===== src/design/oag_pkg.sv =====
package oag_pkg;
   localparam int ADDR_W = 16;
   localparam int BYTE_W = 8;
   localparam logic [15:0] STEP_ONE = 16'h0001;
   localparam logic [15:0] STEP_TWO = 16'h0002;
   localparam logic [7:0] ZERO_BYTE = 8'h00;
   localparam logic [15:0] ZERO_WORD = 16'h0000;
   // Opcode field positions
   localparam int OPC_HI_MSB = 5;
   localparam int OPC_HI_LSB = 3;
   localparam int OPC_LO_MSB = 2;
   localparam int OPC_LO_LSB = 0;
   // Restart target layout
   localparam logic [9:0] RST_UPPER = 10'h000;
   localparam logic [2:0] RST_LOWER = 3'h0;
   // Register code of the accumulator
   localparam logic [2:0] ACC_CODE = 3'h7;
   localparam logic [2:0] ZERO_SEL = 3'h0;

   typedef enum logic [3:0] {
      OAG_IMM8,
      OAG_IMM16,
      OAG_EXT,
      OAG_RST,
      OAG_REL,
      OAG_IDX,
      OAG_REG,
      OAG_IMPL,
      OAG_REGIND,
      OAG_BIT,
      OAG_PUSH,
      OAG_POP
   } oag_mode_t;

   typedef enum logic [1:0] {
      OAG_TGT_REG,
      OAG_TGT_IND,
      OAG_TGT_IDX
   } oag_bit_tgt_t;

   function automatic logic [15:0] sext8(input logic [7:0] b);
      sext8 = {{8{b[7]}}, b};
   endfunction
endpackage


===== src/design/oag_disp_add.sv =====
`timescale 1ns/10ps
`default_nettype none
module oag_disp_add (
   input wire logic [15:0] base_i,  // Base address
   input wire logic [7:0] disp_i,   // Two's complement displacement
   output logic [15:0] sum_o        // Base plus sign-extended displacement
);
   // Wraps modulo 64K, so the reach is -128..+127 around the base
   assign sum_o = base_i + oag_pkg::sext8(disp_i);
endmodule
`default_nettype wire


===== src/design/oag_top.sv =====
`timescale 1ns/10ps
`default_nettype none
module oag_top (
   input wire logic clock_i,                      // 100 MHz clock
   input wire logic rst_n_i,                      // Synchronous reset, active low
   input wire logic start_i,                      // Request, taken when idle
   input wire logic [3:0] mode_i,                 // Addressing mode
   input wire logic [7:0] opcode_i,               // Opcode byte
   input wire logic [15:0] pc_i,                  // Address of byte after opcode
   input wire logic index_sel_i,                  // 0 first, 1 second index base
   input wire logic [1:0] bit_target_i,           // Bit mode target kind
   input wire logic wide_i,                       // Indirect access is 16-bit
   input wire logic write_i,                      // Indirect access is a store
   input wire logic ext_jump_i,                   // Extended address is a jump
   input wire logic [15:0] data_i,                // Store or push data
   input wire logic [15:0] first_index_base_i,    // First index base
   input wire logic [15:0] second_index_base_i,   // Second index base
   input wire logic [15:0] pointer_pair_i,        // Pair used as indirect pointer
   input wire logic [15:0] stack_top_pointer_i,   // Current stack pointer
   input wire logic [7:0] mem_rdata_i,            // Read data, valid while mem_rd_o
   output logic busy_o,                           // Request in progress
   output logic done_o,                           // Result valid pulse
   output logic [15:0] operand_o,                 // Operand value
   output logic [15:0] eff_addr_o,                // Effective address
   output logic [15:0] next_pc_o,                 // New program counter
   output logic jump_o,                           // next_pc_o is a jump target
   output logic [2:0] src_sel_o,                  // Source register code
   output logic [2:0] dst_sel_o,                  // Destination register code
   output logic [2:0] bit_sel_o,                  // Selected bit position
   output logic [15:0] new_sp_o,                  // Updated stack pointer
   output logic sp_we_o,                          // Write new_sp_o pulse
   output logic pair_load_o,                      // Load operand_o into pair pulse
   output logic [15:0] mem_addr_o,                // Memory address
   output logic mem_rd_o,                         // Memory read strobe
   output logic mem_wr_o,                         // Memory write strobe
   output logic [7:0] mem_wdata_o                 // Memory write data
);
   typedef enum logic [2:0] {S_IDLE, S_RD1, S_RD2, S_WR1, S_WR2} oag_state_t;

   typedef struct packed {
      oag_state_t st;
      oag_pkg::oag_mode_t mode;
      logic [15:0] pc;
      logic [15:0] ptr;
      logic [15:0] wdata;
      logic [7:0] lo;
      logic want2;
      logic write;
      logic ext_jump;
      logic busy;
      logic done;
      logic [15:0] operand;
      logic [15:0] eff_addr;
      logic [15:0] next_pc;
      logic jump;
      logic [2:0] src_sel;
      logic [2:0] dst_sel;
      logic [2:0] bit_sel;
      logic [15:0] new_sp;
      logic sp_we;
      logic pair_load;
      logic [15:0] mem_addr;
      logic mem_rd;
      logic mem_wr;
      logic [7:0] mem_wdata;
   } oag_regs_t;

   oag_regs_t r;
   oag_regs_t next_r;
   logic [15:0] add_base;
   logic [15:0] disp_sum;

   assign add_base = (r.mode == oag_pkg::OAG_REL) ? r.pc + oag_pkg::STEP_ONE : r.ptr;

   oag_disp_add u_disp (
      .base_i(add_base),
      .disp_i(mem_rdata_i),
      .sum_o(disp_sum)
   );

   always_comb begin
      logic fin;
      logic [7:0] b0;
      logic [7:0] b1;
      oag_pkg::oag_mode_t m;
      fin = 1'b0;
      b0 = oag_pkg::ZERO_BYTE;
      b1 = oag_pkg::ZERO_BYTE;
      m = oag_pkg::oag_mode_t'(mode_i);
      next_r = r;
      next_r.done = 1'b0;
      next_r.jump = 1'b0;
      next_r.sp_we = 1'b0;
      next_r.pair_load = 1'b0;
      next_r.mem_rd = 1'b0;
      next_r.mem_wr = 1'b0;
      unique case (r.st)
         S_IDLE: begin
            if (start_i) begin
               next_r.mode = m;
               next_r.pc = pc_i;
               next_r.wdata = data_i;
               next_r.write = write_i;
               next_r.ext_jump = ext_jump_i;
               next_r.want2 = 1'b0;
               next_r.ptr = pointer_pair_i;
               next_r.busy = 1'b1;
               next_r.mem_addr = pc_i;
               next_r.mem_rd = 1'b1;
               next_r.st = S_RD1;
               case (m)
                  oag_pkg::OAG_IMM8, oag_pkg::OAG_REL: begin
                  end
                  oag_pkg::OAG_IMM16, oag_pkg::OAG_EXT: begin
                     next_r.want2 = 1'b1;
                  end
                  oag_pkg::OAG_IDX: begin
                     next_r.ptr = index_sel_i ? second_index_base_i : first_index_base_i;
                  end
                  oag_pkg::OAG_BIT: begin
                     next_r.bit_sel = opcode_i[oag_pkg::OPC_HI_MSB:oag_pkg::OPC_HI_LSB];
                     next_r.ptr = index_sel_i ? second_index_base_i : first_index_base_i;
                     case (oag_pkg::oag_bit_tgt_t'(bit_target_i))
                        oag_pkg::OAG_TGT_IDX: begin
                        end
                        oag_pkg::OAG_TGT_IND: begin
                           next_r.eff_addr = pointer_pair_i;
                           fin = 1'b1;
                        end
                        default: begin
                           next_r.src_sel = opcode_i[oag_pkg::OPC_LO_MSB:oag_pkg::OPC_LO_LSB];
                           next_r.dst_sel = opcode_i[oag_pkg::OPC_LO_MSB:oag_pkg::OPC_LO_LSB];
                           fin = 1'b1;
                        end
                     endcase
                  end
                  oag_pkg::OAG_REG: begin
                     next_r.src_sel = opcode_i[oag_pkg::OPC_LO_MSB:oag_pkg::OPC_LO_LSB];
                     next_r.dst_sel = opcode_i[oag_pkg::OPC_HI_MSB:oag_pkg::OPC_HI_LSB];
                     fin = 1'b1;
                  end
                  oag_pkg::OAG_IMPL: begin
                     next_r.src_sel = opcode_i[oag_pkg::OPC_LO_MSB:oag_pkg::OPC_LO_LSB];
                     next_r.dst_sel = oag_pkg::ACC_CODE;
                     fin = 1'b1;
                  end
                  oag_pkg::OAG_RST: begin
                     next_r.next_pc = {oag_pkg::RST_UPPER, opcode_i[oag_pkg::OPC_HI_MSB:oag_pkg::OPC_HI_LSB],
                                       oag_pkg::RST_LOWER};
                     next_r.jump = 1'b1;
                     fin = 1'b1;
                  end
                  oag_pkg::OAG_REGIND: begin
                     next_r.eff_addr = pointer_pair_i;
                     next_r.mem_addr = pointer_pair_i;
                     next_r.want2 = wide_i;
                     if (write_i) begin
                        next_r.mem_rd = 1'b0;
                        next_r.mem_wr = 1'b1;
                        next_r.mem_wdata = data_i[7:0];
                        next_r.st = S_WR1;
                     end
                  end
                  oag_pkg::OAG_PUSH: begin
                     next_r.ptr = stack_top_pointer_i;
                     next_r.want2 = 1'b1;
                     next_r.mem_rd = 1'b0;
                     next_r.mem_wr = 1'b1;
                     next_r.mem_addr = stack_top_pointer_i - oag_pkg::STEP_ONE;
                     next_r.mem_wdata = data_i[15:8];
                     next_r.st = S_WR1;
                  end
                  oag_pkg::OAG_POP: begin
                     next_r.ptr = stack_top_pointer_i;
                     next_r.want2 = 1'b1;
                     next_r.mem_addr = stack_top_pointer_i;
                  end
                  default: begin
                     // Unknown mode code: answer at once with no memory access
                     fin = 1'b1;
                  end
               endcase
               if (fin) begin
                  next_r.mem_rd = 1'b0;
                  next_r.mem_wr = 1'b0;
                  next_r.st = S_IDLE;
                  next_r.busy = 1'b0;
                  next_r.done = 1'b1;
                  fin = 1'b0;
               end
            end
         end
         S_RD1: begin
            if (r.want2) begin
               next_r.lo = mem_rdata_i;
               next_r.mem_addr = r.mem_addr + oag_pkg::STEP_ONE;
               next_r.mem_rd = 1'b1;
               next_r.st = S_RD2;
            end else begin
               b0 = mem_rdata_i;
               fin = 1'b1;
            end
         end
         S_RD2: begin
            b0 = r.lo;
            b1 = mem_rdata_i;
            fin = 1'b1;
         end
         S_WR1: begin
            if (r.want2) begin
               next_r.mem_wr = 1'b1;
               if (r.mode == oag_pkg::OAG_PUSH) begin
                  next_r.mem_addr = r.ptr - oag_pkg::STEP_TWO;
                  next_r.mem_wdata = r.wdata[7:0];
               end else begin
                  next_r.mem_addr = r.mem_addr + oag_pkg::STEP_ONE;
                  next_r.mem_wdata = r.wdata[15:8];
               end
               next_r.st = S_WR2;
            end else begin
               fin = 1'b1;
            end
         end
         S_WR2: begin
            fin = 1'b1;
         end
      endcase
      if (fin) begin
         next_r.st = S_IDLE;
         next_r.busy = 1'b0;
         next_r.done = 1'b1;
         case (r.mode)
            oag_pkg::OAG_IMM8: begin
               next_r.operand = {oag_pkg::ZERO_BYTE, b0};
               next_r.next_pc = r.pc + oag_pkg::STEP_ONE;
            end
            oag_pkg::OAG_IMM16: begin
               next_r.operand = {b1, b0};
               next_r.next_pc = r.pc + oag_pkg::STEP_TWO;
            end
            oag_pkg::OAG_EXT: begin
               next_r.eff_addr = {b1, b0};
               next_r.jump = r.ext_jump;
               next_r.next_pc = r.ext_jump ? {b1, b0} : r.pc + oag_pkg::STEP_TWO;
            end
            oag_pkg::OAG_REL: begin
               next_r.next_pc = disp_sum;
               next_r.jump = 1'b1;
            end
            oag_pkg::OAG_IDX, oag_pkg::OAG_BIT: begin
               next_r.eff_addr = disp_sum;
               next_r.next_pc = r.pc + oag_pkg::STEP_ONE;
            end
            oag_pkg::OAG_REGIND: begin
               next_r.operand = r.write ? r.wdata : (r.want2 ? {b1, b0} : {oag_pkg::ZERO_BYTE, b0});
            end
            oag_pkg::OAG_POP: begin
               next_r.operand = {b1, b0};
               next_r.pair_load = 1'b1;
               next_r.new_sp = r.ptr + oag_pkg::STEP_TWO;
               next_r.sp_we = 1'b1;
            end
            oag_pkg::OAG_PUSH: begin
               next_r.new_sp = r.ptr - oag_pkg::STEP_TWO;
               next_r.sp_we = 1'b1;
            end
            default: begin
            end
         endcase
      end
   end

   always_ff @(posedge clock_i) begin
      if (!rst_n_i) begin
         r <= '0;
      end else begin
         r <= next_r;
      end
   end

   assign busy_o = r.busy;
   assign done_o = r.done;
   assign operand_o = r.operand;
   assign eff_addr_o = r.eff_addr;
   assign next_pc_o = r.next_pc;
   assign jump_o = r.jump;
   assign src_sel_o = r.src_sel;
   assign dst_sel_o = r.dst_sel;
   assign bit_sel_o = r.bit_sel;
   assign new_sp_o = r.new_sp;
   assign sp_we_o = r.sp_we;
   assign pair_load_o = r.pair_load;
   assign mem_addr_o = r.mem_addr;
   assign mem_rd_o = r.mem_rd;
   assign mem_wr_o = r.mem_wr;
   assign mem_wdata_o = r.mem_wdata;

   logic take;
   assign take = start_i && (r.st == S_IDLE);
endmodule
`default_nettype wire


===== config.mk =====
export PLATFORM = sky130hd
export DESIGN_NAME = oag_top
export DESIGN_NICKNAME = d
export VERILOG_FILES = /design/src/design/oag_pkg.sv /design/src/design/oag_disp_add.sv /design/src/design/oag_top.sv
export SDC_FILE = /design/constraint.sdc
export NUM_CORES = 1
export LEC_CHECK = 0
export BUFFER_PORTS_ARGS = -buffer_cell sky130_fd_sc_hd__buf_2
export CAP_MARGIN = 30
export CORE_UTILIZATION = 55
export DETAILED_ROUTE_END_ITERATION = 12
export PLACE_DENSITY = 0.79
export SLEW_MARGIN = 30
export SYNTH_ARGS = -nofsm -noshare
export SYNTH_HDL_FRONTEND = slang
export SYNTH_HIERARCHICAL = 1
export SYNTH_SLANG_ARGS = --single-unit

===== constraint.sdc =====
create_clock -name clock_i -period 4.45 [get_ports clock_i]
set_input_delay 0.89 -clock clock_i [delete_from_list [all_inputs] [get_ports clock_i]]
set_output_delay 0.89 -clock clock_i [all_outputs]
set_load 0.02 [all_outputs]

==> results of run 1 <==
-- routing by layer --
layer | track usage [%] | vias up
met5 | 0 | -
met4 | 22.6 | 0
met3 | 9.61 | 167
met2 | 60.8 | 804
met1 | 49.0 | 5968
li1 | - | 5804
-- critical path, delay by kind of cell (launching register included) --
kind | cells | cell delay [ps]
xor gates and xnor gates | 2 | 300
AOI/OAI and AO/OA | 7 | 1450
DFF | 1 | 510
and+or+nand+nor | 7 | 950
adders and majority gates | 2 | 650
-- area by class of cell --
type,instances,share of cell area [%]
clock buffer,17,3.21
timing repair buffer,263,10.7
tap,275,2.60
clock inverter,15,1.48
sequential,170,25.7
inverter,15,0.435
multi-input combinational,1186,55.8
-- synth_stat cells (all sizes together), types with 7 or more instances --
| cell type | n |
|---|---|
| a31oi | 17 |
| mux2i | 57 |
| a21oi | 174 |
| and2 | 9 |
| dfxtp | 170 |
| nand3 | 30 |
| and3 | 12 |
| buf | 146 |
| a32oi | 10 |
| clkbuf | 73 |
| nand3b | 7 |
| nand4 | 9 |
| xor2 | 34 |
| ha | 23 |
| o21ai | 77 |
| xnor2 | 43 |
| nor3 | 43 |
| nor2 | 163 |
| nor4 | 11 |
| nand2 | 196 |
| inv | 15 |
| o22ai | 33 |
| nor2b | 10 |
| a221oi | 41 |
| a22oi | 27 |
| or3 | 7 |
| nand2b | 14 |
| o221ai | 10 |
| a211oi | 21 |
-- power by group through the flow --
stage | registers (mW) | logic [mW] | clock network, mW
after floorplan | 1.70 | 0.884 | 0
after global placement | 1.77 | 1.15 | 0
after detailed placement | 1.77 | 1.16 | 0
after CTS | 1.74 | 1.17 | 1.58
after global routing | 1.75 | 1.30 | 1.66
final | 1.74 | 1.20 | 1.58
-- cell families after synthesis --
group / share of synthesized area, %
AND/OR/NAND/NOR: 21.3
AO/OA/AOI/OAI: 26.7
buffers and inverters: 10.9
flip-flops: 28.1
XOR/XNOR: 5.57
multiplexers: 4.90
adder cells (fa/ha/maj): 2.54
-- path summary, 6_finish.rpt --
kind / end / start / slack (ps)
worst max-delay path: next_pc_o[12]$_SDFF_PN0_ / r[148]$_SDFFE_PN0P_ / 480
worst min-delay path: new_sp_o[8]$_SDFFE_PN0P_ / new_sp_o[8]$_SDFFE_PN0P_ / 450
worst max register to register: next_pc_o[12]$_SDFF_PN0_ / r[148]$_SDFFE_PN0P_ / 480
worst min register to register: new_sp_o[8]$_SDFFE_PN0P_ / new_sp_o[8]$_SDFFE_PN0P_ / 450
-- registers in the layout, summed over array words and instances (netlist names), 3 cells and up --
name and flops:
mem_addr_o 16, operand_o 16, r 66, next_pc_o 16, bit_sel_o 3, mem_wdata_o 8, eff_addr_o 16, dst_sel_o 3
src_sel_o 3, new_sp_o 16
==> reports/metrics.cfg, run 1 <==
[detailed_routing]
num_vias=12700
drc=0
avgViaCountPerCell=6.57
highest_layer=met4
antenna_left=0
met3_length_um=4490
drtIter0Drc=1342
wl_per_cell_um=22.6
wl_met1_um=17500
wirelength_um=43800
first_pass_iters=6
met2_length_um=19300

[setup_path]
worstPathCellList=ha_1 > nand2_1 > nor2_1 > and3_1 > nand2_1 > xor2_1 > a21oi_1 > ha_1 > a21o_1 > nand2_1 > o21ai_0 > o41ai_2 > xnor2_1 > nor2_1 > o21bai_1 > a221oi_1 > o221ai_1 > nor3b_1
crit_top_cell=nand2_1
arrival_ps=4300
reg2reg_depth=18
path_max_fanout=8
start_kind=flip-flop
end_kind=flip-flop
crit_type=flip-flop to flip-flop
cp.required_ps=4780
crit_slowest_cell=dfxtp_1
max_stage_delay_ps=510

[cells_and_area]
mostFrequentLayoutCell=buf_2
fin_util_pct=62.2
fill_cells=1988
final_area_um2=13200
regArea_um2=3400
nets=1802
drive_above_1_share_pct=20.1
antenna_cells_inserted=0
finalNonFillerCells=1941
final_cell_mix=buf_2 (226), nand2_1 (196), a21oi_1 (173)
multi_input_area_um2=7390
syn_to_final_growth_pct=9.36

[timing]
tightest_slew_ps=1010
finClkSkew_ps=15.6
worst_slack_ps=481
rsz0062_at_grt=no
hold_viol=0
maxSlewHeadroom_pct=32.7
finalSetupTns_ps=0
period_needed_ps=3970
hold_slack_ps=449
period_share_pct=89.2
setup_viol=0
drv_slew=0
fmax_ghz=0.252

[placed_design]
place_ws_ps=582
dp_hpwl_um=32700
dp.cells=1908
placed_cell_area_um2=12600
gp_congestion=1.01
io_buffer_count=226

[floorplan]
die_w_um=150
die_h_um=150
num_rows=53
start_util_pct=56.9
dieArea_um2=22600
ios=229
coreArea_um2=21300

[logic_synthesis]
ys_ff_latch=170
synth_top_area_cell=dfxtp_1
netlist.area_leader.share_pct=28.1
syn-num-nets=1739
synth_ff_type=dfxtp_1
syn_area_per_cell_um2=7.61
ys_types=95
synth_edf_count=0
yosysWarnings=6
ys_seq_area_share_pct=28.1
synth-async-reset-ratio_pct=0
synthTopCellsByArea=dfxtp_1 (28%), a21oi_1 (7.2%), buf_4 (6.2%), nand2_1 (6.1%), nor2_1 (5.0%)
netlist_instances=1590
syn_area_um2=12100

[power_and_ir_drop]
total_power_mw=4.53
comb_power_share_pct=26.6
swShare_pct=36.7
pwr-share-seq_pct=38.5
pwr-share-clk_pct=34.9
powerDensity_nw_per_um2=342
switchingPower_mw=1.66
ir_worst_vdd_mv=0.261
power.leakage_nw=5.30
internal_power_mw=2.86

[cts]
cts_buffers=17
clk_pin_slew_ps=70
clkLatencyLatePin_ps=450
ctsResizeCount=0
cts_hold_buf=0
cts_buffer_depth=2
h-tree-depth=4
postCtsSetupBuffers=0
cts-root-buf=clkbuf_16
tritoncts=done
cts.sinks=170

[hold_path]
hold_depth=2
hold_path.class=flip-flop to flip-flop

[grt]
grt_usage_pct=39.1
grt-ovfl-total=0
antenna_found_initial=0
grt_pass1_vias=11700
grt_pass1_wl_um=66500
grt_max_degree=90

[flow_run]
drv_cap=0

[status]
status=complete, no violations

Power figures use the tool's default switching activity.
==> run 2, diff against run 1 <==
- CORE_ASPECT_RATIO: unset -> 0.8
- clock period: 4.45 -> 4 ns (I/O delays scaled with it)
==> reports/metrics.cfg, run 2 (synthesized netlist as in run 1, its figures left out) <==
[cells_and_area]
regArea_um2=3400
fin_util_pct=62.5
finalNonFillerCells=1969
max_flop_register=r
final_cell_mix=buf_2 (226), nand2_1 (196), a21oi_1 (173)
syn_to_final_growth_pct=11.2
antenna_cells_inserted=0
largest_reg_flops=66
nets=1830
drive_above_1_share_pct=21.4
multi_input_area_um2=7390
mostFrequentLayoutCell=buf_2
fill_cells=1937
final_area_um2=13500

[setup_path]
cp.required_ps=4340
end_kind=flip-flop
crit_type=flip-flop to flip-flop
path_max_fanout=23
start_kind=flip-flop
arrival_ps=4130

[floorplan]
die_h_um=135
start_util_pct=56.2
coreArea_um2=21600
num_rows=48
ios=229
die_w_um=168
dieArea_um2=22600

[detailed_routing]
num_vias=12800
drc=0
met3_length_um=6140
highest_layer=met4
met2_length_um=17800
wl_per_cell_um=22.2
drtIter0Drc=1807
avgViaCountPerCell=6.52
first_pass_iters=6
wirelength_um=43600
wl_met1_um=18300
antenna_left=0

[timing]
period_share_pct=94.7
finClkSkew_ps=13.7
setup_viol=0
rsz0062_at_grt=no
maxSlewHeadroom_pct=41.5
hold_viol=0
period_needed_ps=3790
finalSetupTns_ps=0
fmax_ghz=0.264
tightest_slew_ps=876
drv_slew=0

[grt]
grt_pass1_wl_um=65300
grt-ovfl-total=0
grt_max_degree=56
grt_usage_pct=38.0
grt_pass1_vias=11100
antenna_found_initial=0

[cts]
h-tree-depth=4
postCtsSetupBuffers=0
cts_buffers=17
cts_hold_buf=0
ctsResizeCount=0
cts_buffer_depth=2
clk_pin_slew_ps=80
cts-root-buf=clkbuf_16
cts.sinks=170
tritoncts=done
clkLatencyLatePin_ps=460

[power_and_ir_drop]
ir_worst_vdd_mv=0.269
powerDensity_nw_per_um2=380
power.leakage_nw=5.45

[status]
status=complete, no violations

[placed_design]
io_buffer_count=226
gp_congestion=1.01
dp_hpwl_um=33400
dp.cells=1937
placed_cell_area_um2=12800

[flow_run]
drv_cap=0

[hold_path]
hold_path.class=flip-flop to flip-flop

==> run 2: cell types whose count changed in the layout (fill, tap and decap cells not counted), sizes merged <==
cell      previous run  this run
buf                262       291
clkinv               5         6
clkinvlp             1         0
clkbuf              18        17
inv                 23        24
bufinv               1         0
==> run 2: final timing paths <==
kind	from	to	slack, ps	cells after the start
setup / recovery	r[163]$_SDFFE_PN0P_	next_pc_o[12]$_SDFF_PN0_	210	15
hold / removal	new_sp_o[8]$_SDFFE_PN0P_	new_sp_o[8]$_SDFFE_PN0P_	460	2
setup reg to reg	r[163]$_SDFFE_PN0P_	next_pc_o[12]$_SDFF_PN0_	210	15
hold reg to reg	new_sp_o[8]$_SDFFE_PN0P_	new_sp_o[8]$_SDFFE_PN0P_	460	2
==> run 2: worst max-delay path, stage by stage, from the launching register on <==
cell and delay [ps]:
dfxtp_1 340, nor4b_4 430, buf_4 330, nor2_1 80, a21oi_1 170, ha_1 300, a21o_2 240, a311oi_2 370
nor3_1 130, o41ai_2 250, xnor2_1 160, nor2_1 110, o21bai_1 70, a221oi_1 350, o221ai_1 190, nor3b_1 170
==> run 2: stage by stage <==
stage                     hold WS, ps  total power [mW]  worst slack [ps]
after floorplan                   432              2.88               229
after global placement            436              3.28               313
after detailed placement          445              3.29               293
after CTS                         456              5.05               275
after global routing              468              5.28              22.1
final                             456              5.11               210
==> run 2: area by class of cell <==
class                   instances  area share [%]
clock buffers                  17            3.16
repair buffers                291            12.1
inverters                      15           0.427
multi-input cells            1186            54.9
flip-flops and latches        170            25.3
clock inverters                15            1.59
well taps                     275            2.56
==> run 2: routing by layer <==
layer | GRT usage (%) | vias up
li1 | - | 5864
met1 | 52.7 | 6004
met2 | 53.8 | 877
met3 | 14.4 | 93
met4 | 12.4 | 0
met5 | 0 | -
==> run 2: where the power goes <==
part | internal [mW] | switching, mW | total, mW
registers | 1.79 | 0.115 | 1.91
logic | 0.506 | 0.905 | 1.41
clock network | 0.879 | 0.913 | 1.79
total | 3.18 | 1.93 | 5.11
